--- src/design/fci_defs.svh ---
`ifndef FCI_DEFS_SVH
`define FCI_DEFS_SVH
// matrix side and size in coded bits
`define FCI_DIM       4
`define FCI_MAT_BITS  16
// packet length selection value meaning fixed length
`define FCI_LEN_FIXED 2'h0
// second generator taps on the shift register (1 + D + D^3)
`define FCI_G1_TAPS   3'h5
`define FCI_SR_RESET  3'h0
`define FCI_LEN_W     8
// last coded write slot of a byte, last read slot of a matrix
`define FCI_WR_LAST   4'he
`define FCI_RD_LAST   4'hf
`define FCI_PAIR_LAST 3'h7
`endif

--- src/design/fci_pkg.sv ---
`include "fci_defs.svh"
package fci_pkg;

  typedef enum logic [1:0] {
    FCI_TX_IDLE,
    FCI_TX_FILL,
    FCI_TX_DRAIN
  } fci_tx_st_t;

  typedef enum logic {
    FCI_RX_IDLE,
    FCI_RX_RUN
  } fci_rx_st_t;

  typedef struct packed {
    fci_tx_st_t                    tx_st;
    logic                          tx_coded;
    logic [2:0]                    enc_sr;
    logic [`FCI_MAT_BITS-1:0]      tx_mat;
    logic [3:0]                    tx_wr;
    logic [3:0]                    tx_rd;
    logic                          tx_par;
    logic                          tx_ended;
    logic [1:0]                    tx_pad;
    logic                          tx_ready;
    logic                          air_bit;
    logic                          air_valid;
    logic                          air_last;
    fci_rx_st_t                    rx_st;
    logic                          rx_coded;
    logic [`FCI_MAT_BITS-1:0]      rx_mat;
    logic [`FCI_MAT_BITS-1:0]      rx_shadow;
    logic [3:0]                    rx_wr;
    logic [2:0]                    rx_pair;
    logic                          rx_drain;
    logic [`FCI_LEN_W-1:0]         rx_data_left;
    logic [`FCI_LEN_W:0]           rx_tot_left;
    logic                          rx_bit;
    logic                          rx_valid;
    logic                          rx_done;
  } fci_state_t;

endpackage

--- src/design/fci_codec.sv ---
// Behaviour
// RULE_01 - coding only with fixed length packets
// RULE_02 - code and decode payload plus CRC
// RULE_03 - rate half, constraint four encoder
// RULE_04 - interleaving always accompanies coding
// RULE_05 - separate four by four matrices
// RULE_06 - transmit: write rows, read columns
// RULE_07 - receive: write columns, read rows
// RULE_08 - append at least one termination byte
// RULE_09 - pad to even byte count
// RULE_10 - receive strips termination and padding bytes
// RULE_11 - host keeps payload at least two bytes
// RULE_12 - host never combines Manchester with coding
// RULE_13 - one polynomial pair, encoder reset per packet
// RULE_14 - bit stream with valid, bypass when off
`timescale 1ns/10ps
`include "fci_defs.svh"
module fci_codec #(
  parameter int MATRIX_DIM = `FCI_DIM
) (
  input  wire logic                  clock_in,
  input  wire logic                  sys_rst_in,
  input  wire logic                  ce_in,
  input  wire logic                  coding_enable_bit_in,
  input  wire logic [1:0]            length_config_in,
  input  wire logic                  tx_start_in,
  input  wire logic                  tx_bit_in,
  input  wire logic                  tx_valid_in,
  input  wire logic                  tx_last_in,
  output logic                       tx_ready_out,
  input  wire logic                  air_req_in,
  output logic                       air_bit_out,
  output logic                       air_valid_out,
  output logic                       air_last_out,
  input  wire logic                  rx_start_in,
  input  wire logic                  rx_end_in,
  input  wire logic [`FCI_LEN_W-1:0] rx_len_in,
  input  wire logic                  rx_air_bit_in,
  input  wire logic                  rx_air_valid_in,
  output logic                       rx_bit_out,
  output logic                       rx_valid_out,
  output logic                       rx_done_out
);

  // index arithmetic below is hard-wired to a 4x4 matrix
  if (MATRIX_DIM != `FCI_DIM) begin : g_dim_check
    $error("fci_codec: only a 4x4 interleaver matrix is supported");
  end

  fci_pkg::fci_state_t s;
  fci_pkg::fci_state_t n;

  logic       coding_ok;
  logic       enc_in;
  logic       enc_take;
  logic       tx_byte_end;
  logic       tx_last_now;
  logic [3:0] rx_slot;
  logic [3:0] tx_slot;

  // RULE_01 fixed length gate
  assign coding_ok = coding_enable_bit_in &&
                     (length_config_in == `FCI_LEN_FIXED);

  always_comb
  begin
    n           = s;
    n.air_valid = 1'b0;
    n.air_last  = 1'b0;
    n.rx_valid  = 1'b0;
    n.rx_done   = 1'b0;
    enc_in      = 1'b0;
    enc_take    = 1'b0;
    tx_byte_end = 1'b0;
    tx_last_now = 1'b0;
    // RULE_06 column-wise read order
    tx_slot     = {s.tx_rd[1:0], s.tx_rd[3:2]};
    // RULE_07 column-wise write order
    rx_slot     = {s.rx_wr[1:0], s.rx_wr[3:2]};

    unique case (s.tx_st)
      fci_pkg::FCI_TX_IDLE:
      begin
        if (tx_start_in)
        begin
          // RULE_04 interleaver follows coding
          n.tx_coded = coding_ok;
          // RULE_13 encoder cleared per packet
          n.enc_sr   = `FCI_SR_RESET;
          n.tx_wr    = 4'h0;
          n.tx_par   = 1'b0;
          n.tx_ended = 1'b0;
          n.tx_pad   = 2'h0;
          n.tx_ready = 1'b1;
          n.tx_st    = fci_pkg::FCI_TX_FILL;
        end
      end
      fci_pkg::FCI_TX_FILL:
      begin
        if (!s.tx_coded)
        begin
          // RULE_14 registered bypass path
          n.air_valid = tx_valid_in;
          n.air_bit   = tx_bit_in;
          n.air_last  = tx_valid_in && tx_last_in;
          if (tx_valid_in && tx_last_in)
          begin
            n.tx_ready = 1'b0;
            n.tx_st    = fci_pkg::FCI_TX_IDLE;
          end
        end
        else
        begin
          // padding bits are zeros, which also flush the trellis
          if (s.tx_pad != 2'h0)
          begin
            enc_take = 1'b1;
            enc_in   = 1'b0;
          end
          else if (tx_valid_in && s.tx_ready)
          begin
            enc_take    = 1'b1;
            enc_in      = tx_bit_in;
            tx_last_now = tx_last_in;
          end
          if (enc_take)
          begin
            // RULE_03 two coded bits per data bit
            n.tx_mat[s.tx_wr]      = enc_in;
            n.tx_mat[s.tx_wr + 4'h1] =
              enc_in ^ (^(s.enc_sr & `FCI_G1_TAPS));
            n.enc_sr = {s.enc_sr[1:0], enc_in};
            n.tx_wr  = s.tx_wr + 4'h2;
            tx_byte_end = (s.tx_wr == `FCI_WR_LAST);
          end
          if (tx_byte_end)
          begin
            n.tx_par   = ~s.tx_par;
            n.tx_ready = 1'b0;
            n.tx_rd    = 4'h0;
            n.tx_st    = fci_pkg::FCI_TX_DRAIN;
            if (s.tx_pad != 2'h0)
            begin
              n.tx_pad = s.tx_pad - 2'h1;
            end
            // RULE_08 at least one termination byte
            // RULE_09 one or two bytes to even
            if (tx_last_now)
            begin
              n.tx_ended = 1'b1;
              n.tx_pad   = n.tx_par ? 2'h1 : 2'h2;
            end
          end
        end
      end
      fci_pkg::FCI_TX_DRAIN:
      begin
        if (air_req_in)
        begin
          n.air_valid = 1'b1;
          n.air_bit   = s.tx_mat[tx_slot];
          n.tx_rd     = s.tx_rd + 4'h1;
          if (s.tx_rd == `FCI_RD_LAST)
          begin
            n.tx_wr = 4'h0;
            if (s.tx_ended && (s.tx_pad == 2'h0))
            begin
              n.air_last = 1'b1;
              n.tx_st    = fci_pkg::FCI_TX_IDLE;
            end
            else
            begin
              n.tx_ready = !s.tx_ended;
              n.tx_st    = fci_pkg::FCI_TX_FILL;
            end
          end
        end
      end
      default:
      begin
        n.tx_st = fci_pkg::FCI_TX_IDLE;
      end
    endcase

    unique case (s.rx_st)
      fci_pkg::FCI_RX_IDLE:
      begin
        if (rx_start_in)
        begin
          // RULE_04 de-interleaver follows coding
          n.rx_coded     = coding_ok;
          n.rx_wr        = 4'h0;
          n.rx_drain     = 1'b0;
          n.rx_data_left = rx_len_in;
          // RULE_10 total includes hidden bytes
          n.rx_tot_left  = {1'b0, rx_len_in} +
                           (rx_len_in[0] ? 9'h001 : 9'h002);
          n.rx_st        = fci_pkg::FCI_RX_RUN;
        end
      end
      fci_pkg::FCI_RX_RUN:
      begin
        if (!s.rx_coded)
        begin
          // RULE_14 registered bypass path
          n.rx_valid = rx_air_valid_in;
          n.rx_bit   = rx_air_bit_in;
        end
        else
        begin
          if (rx_air_valid_in)
          begin
            // RULE_05 receive matrix kept apart
            n.rx_mat[rx_slot] = rx_air_bit_in;
            n.rx_wr           = s.rx_wr + 4'h1;
            // shadow copy lets the next matrix fill while draining
            if (s.rx_wr == `FCI_RD_LAST)
            begin
              n.rx_shadow = n.rx_mat;
              n.rx_drain  = 1'b1;
              n.rx_pair   = 3'h0;
            end
          end
          if (s.rx_drain)
          begin
            // RULE_07 row-wise read to decoder
            // RULE_02 decode payload and CRC
            // RULE_13 systematic half of the pair
            n.rx_bit = s.rx_shadow[{s.rx_pair, 1'b0}];
            // RULE_10 hidden bytes never output
            n.rx_valid = (s.rx_data_left != '0);
            n.rx_pair  = s.rx_pair + 3'h1;
            if (s.rx_pair == `FCI_PAIR_LAST)
            begin
              n.rx_drain    = (s.rx_wr == `FCI_RD_LAST) &&
                              rx_air_valid_in;
              n.rx_tot_left = s.rx_tot_left - 9'h001;
              if (s.rx_data_left != '0)
              begin
                n.rx_data_left = s.rx_data_left - 8'h01;
              end
              if (s.rx_tot_left == 9'h001)
              begin
                n.rx_done = 1'b1;
                n.rx_st   = fci_pkg::FCI_RX_IDLE;
              end
            end
          end
        end
        // packet handler may abort at any time
        if (rx_end_in)
        begin
          n.rx_drain = 1'b0;
          n.rx_st    = fci_pkg::FCI_RX_IDLE;
        end
      end
    endcase
  end

  always_ff @(posedge clock_in)
  begin
    if (sys_rst_in)
    begin
      s       <= '0;
      s.tx_st <= fci_pkg::FCI_TX_IDLE;
      s.rx_st <= fci_pkg::FCI_RX_IDLE;
    end
    else if (ce_in)
    begin
      s <= n;
    end
  end

  assign tx_ready_out  = s.tx_ready;
  assign air_bit_out   = s.air_bit;
  assign air_valid_out = s.air_valid;
  assign air_last_out  = s.air_last;
  assign rx_bit_out    = s.rx_bit;
  assign rx_valid_out  = s.rx_valid;
  assign rx_done_out   = s.rx_done;

endmodule // fci_codec

--- config.mk ---
export PLATFORM = sky130hd
export DESIGN_NAME = fci_codec
export DESIGN_NICKNAME = d
export VERILOG_FILES = /design/src/design/fci_pkg.sv /design/src/design/fci_codec.sv
export VERILOG_INCLUDE_DIRS = /design/src /design/src/design
export SDC_FILE = /design/constraint.sdc
export NUM_CORES = 1
export LEC_CHECK = 0
export BUFFER_PORTS_ARGS = -buffer_cell sky130_fd_sc_hd__buf_2
export CAP_MARGIN = 40
export CORE_MARGIN = 1.5
export CORE_UTILIZATION = 40
export CTS_BUF_LIST = sky130_fd_sc_hd__clkbuf_16
export DETAILED_ROUTE_END_ITERATION = 10
export PLACE_DENSITY = 0.54
export SYNTH_ARGS = -nofsm -noshare
export SYNTH_HDL_FRONTEND = slang
export SYNTH_SLANG_ARGS = --single-unit
export TNS_END_PERCENT = 10
--- constraint.sdc ---
create_clock -name clock_in -period 4.4 [get_ports clock_in]
set_clock_uncertainty 0.1 [all_clocks]
set_input_delay 0.44 -clock clock_in [delete_from_list [all_inputs] [get_ports clock_in]]
set_output_delay 0.44 -clock clock_in [all_outputs]
set_load 0.01 [all_outputs]
==> flow_summary_export.csv <==
group,metric,value,unit
synth,yosysWarnings,0,
timing,setup_viol,0,
synth,ys.flop_type,"dfxtp_1",
synth,ys_seq_area_share,36.1,%
timing,setup_tns,0,ps
synth,synth_edf_count,0,
cts,holdBufCountCts,0,
cts,cts_max_level,3,
synth,synth_cell_types,57,
hold_path,hp-start,"sys_rst_in",
timing,timing.hold.ws,342,ps
worst_setup_path,worstPathCellList,"and4_1 -> and4_1 -> nor2_1 -> a21oi_1 -> nor2_1",
hold_path,min_path_type,"in2reg",
cts,clk-insertion-delay-late,350,ps
grt,antenna_found_initial,0,
placement,place_area,4830,sq um
worst_setup_path,setup.worst_path.start_class,"register",
worst_setup_path,r2r.worst_path.cells,5,
cts,cts_max_path_buffers,2,
synth,synthArstFlopShare,0,%
worst_setup_path,endpoint_kind,"register",
worst_setup_path,reg2reg_to,"s[21]",
routing,num_vias,4055,
timing,slew_headroom,41.6,%
cts,cts_sinks,83,
finish,stdcell_count,718,
grt,overflow,0,
worst_setup_path,slowest_stage,"dfxtp_1",
status,outcome,"complete, no violations",
cts,numCtsBuffers,9,
power,power.density,340,nW/um^2
synth,synth_top_cell_area_share,36.1,%
routing,wl_per_cell,15.6,um
placement,place.port_buffers,29,
grt,grt_pass1_wl,18600,um
worst_setup_path,crit_path_max_incr_delay,900,ps
die,dieArea,12200,sq um
hold_path,worstHoldEndpoint,"s[95]",
die,num_rows,39,
synth,ys_ff_latch,83,
finish,fin_area,5150,sq um
die,core,11300,sq um
synth,synth_largest_area_cell,"dfxtp_1",
synth,synthTopCellsByCount,"dfxtp_1, nor2_1, nand2_1",
finish,nets,612,
synth,synth_area,4610,sq um
cts,cts_setup_buffers,0,
grt,grt_start_max_net_pins,38,
routing,drc_errors,0,
timing,fin_crit_sh,64.9,%
worst_setup_path,crit_type,"reg2reg",
synth,yosysMostFrequentCell,"dfxtp_1",
finish,regMostFlops,"s",
finish,largest_reg_flops,72,
cts,clk_pin_slew_worst_paths,70,ps
worst_setup_path,r2r-start,"s[61]",
timing,finalCriticalPeriod,2850,ps
timing,rsz0062_at_grt,"false",
die,io_pins,30,
finish,multiInputGateArea,2740,sq um
finish,diodes,0,
routing,drt_iter0_drc,233,
flow_run,maxCapViolCount,0,
cts,cts_tree,"yes",
worst_setup_path,worstPathMaxFanout,27,
synth,synth_area_leaders,"dfxtp_1, nor2_1, mux2i_1",
synth,syn_inst,559,
power,power_leakage,1.91,nW
die,start_util,40.7,%
finish,layout.area.seq,1660,sq um
timing,tightest_slew,875,ps
synth,syn_area_per_cell,8.24,sq um
routing,dr.pass1.iters,4,
worst_setup_path,crit_family,"simple AND/OR/NAND/NOR gates",
routing,wirelength,11200,um
grt,track_usage,20.0,%
placement,gp_routability_congestion,0.877,
routing,vias_per_cell,5.65,
finish,fillers,1120,
cts,clockRootBuffer,"clkbuf_16",
die,die_h,110,um
cts,post_cts_resized,0,
worst_setup_path,arrival,2980,ps
finish,area_growth,11.8,%
die,die_w,110,um
synth,syn-num-nets,601,
timing,clock.fmax,350,MHz
power,vdd_drop_max,198,uV
worst_setup_path,crit_buf_inv,0,
finish,drive_gt1_share,10.8,%
worst_setup_path,r2r_slack,1550,ps
hold_path,whs_path_depth,2,
timing,maxSlewViolCount,0,
worst_setup_path,cp.required,4530,ps
grt,grt_pass1_vias,3838,
placement,dp.cells,702,
routing,ant_nets,0,
placement,dp_hpwl,7770,um
timing,hold_viol,0,
## worst max-delay path by stage
stage                from  endpoint  slack [ps]  cells after the start
floorplan           s[66]     s[66]        2220                      7
global placement    s[61]     s[21]        1650                      5
detailed placement  s[61]     s[21]        1570                      5
CTS                 s[61]     s[21]        1580                      5
global route        s[61]     s[36]        1260                      4
finish              s[61]     s[21]        1550                      5
## cell usage in the layout (no fill, tap or decap), types with 3 or more instances in the layout
cell / Yosys / layout
dfxtp_1: 83 / 83
nor2_1: 80 / 80
nand2_1: 46 / 46
a21oi_1: 34 / 34
o21ai_0: 30 / 30
buf_2: 4 / 29
mux2i_1: 28 / 28
inv_1: 22 / 22
a211oi_1: 19 / 19
ha_1: 19 / 19
nand3_1: 15 / 15
nor4_1: 10 / 10
nor2b_1: 10 / 10
nor3_1: 10 / 10
xnor2_1: 9 / 9
nand4_1: 9 / 9
a31oi_1: 9 / 9
o22ai_1: 9 / 9
clkbuf_16: 0 / 9
and3_1: 7 / 7
mux4_2: 6 / 6
a2bb2oi_1: 5 / 5
o211ai_1: 5 / 5
a22oi_1: 5 / 5
nor3b_1: 5 / 5
and4_1: 4 / 4
or4_1: 4 / 4
mux2_2: 4 / 4
nand3b_1: 3 / 3
or3_1: 3 / 3
and2_1: 3 / 3
nand2b_1: 3 / 3
a21o_1: 3 / 3
clkinvlp_4: 0 / 3
## routing by layer
layer	wire length, um	track usage, %	up-vias	part of all wire, %
li1	-	-	2052	-
met1	5360	25.7	1922	48
met2	5290	32.5	72	47
met3	418	5.76	9	3.7
met4	108	5.77	0	0.97
met5	0	0	-	0
## per-stage QoR
step / util [%] / setup WS [ps] / total power, mW
after detailed placement: 42.7 / 1570 / 0.950
final: 45.5 / 1550 / 1.75
after global placement: 42.5 / 1650 / 0.948
after CTS: 45.5 / 1580 / 1.78
after global routing: 45.5 / 1260 / 1.83
after floorplan: - / 2220 / 0.899
## power breakdown
group	internal (mW)	switching, mW	total [mW]	leakage (nW)
clock network	0.495	0.322	0.817	0.147
logic	0.0596	0.0963	0.156	1.09
registers	0.762	0.0159	0.778	0.671
## logic make-up after synthesis
kind of cell,after synthesis,share of synthesized area (%)
compound gates,136,19.1
xor+xnor,10,1.90
fa+ha+maj,19,5.16
buf+inv,53,4.51
flops,83,36.1
mux,38,10.0
simple gates,220,23.3
## cell type report
class	instances	share of cell area [%]
timing repair buffer	31	3.35
tap	143	3.47
sequential	83	32.3
inverter	22	1.60
clock buffer	9	4.37
multi-input combinational	423	53.1
clock inverter	7	1.80
Power figures use the tool's default switching activity.
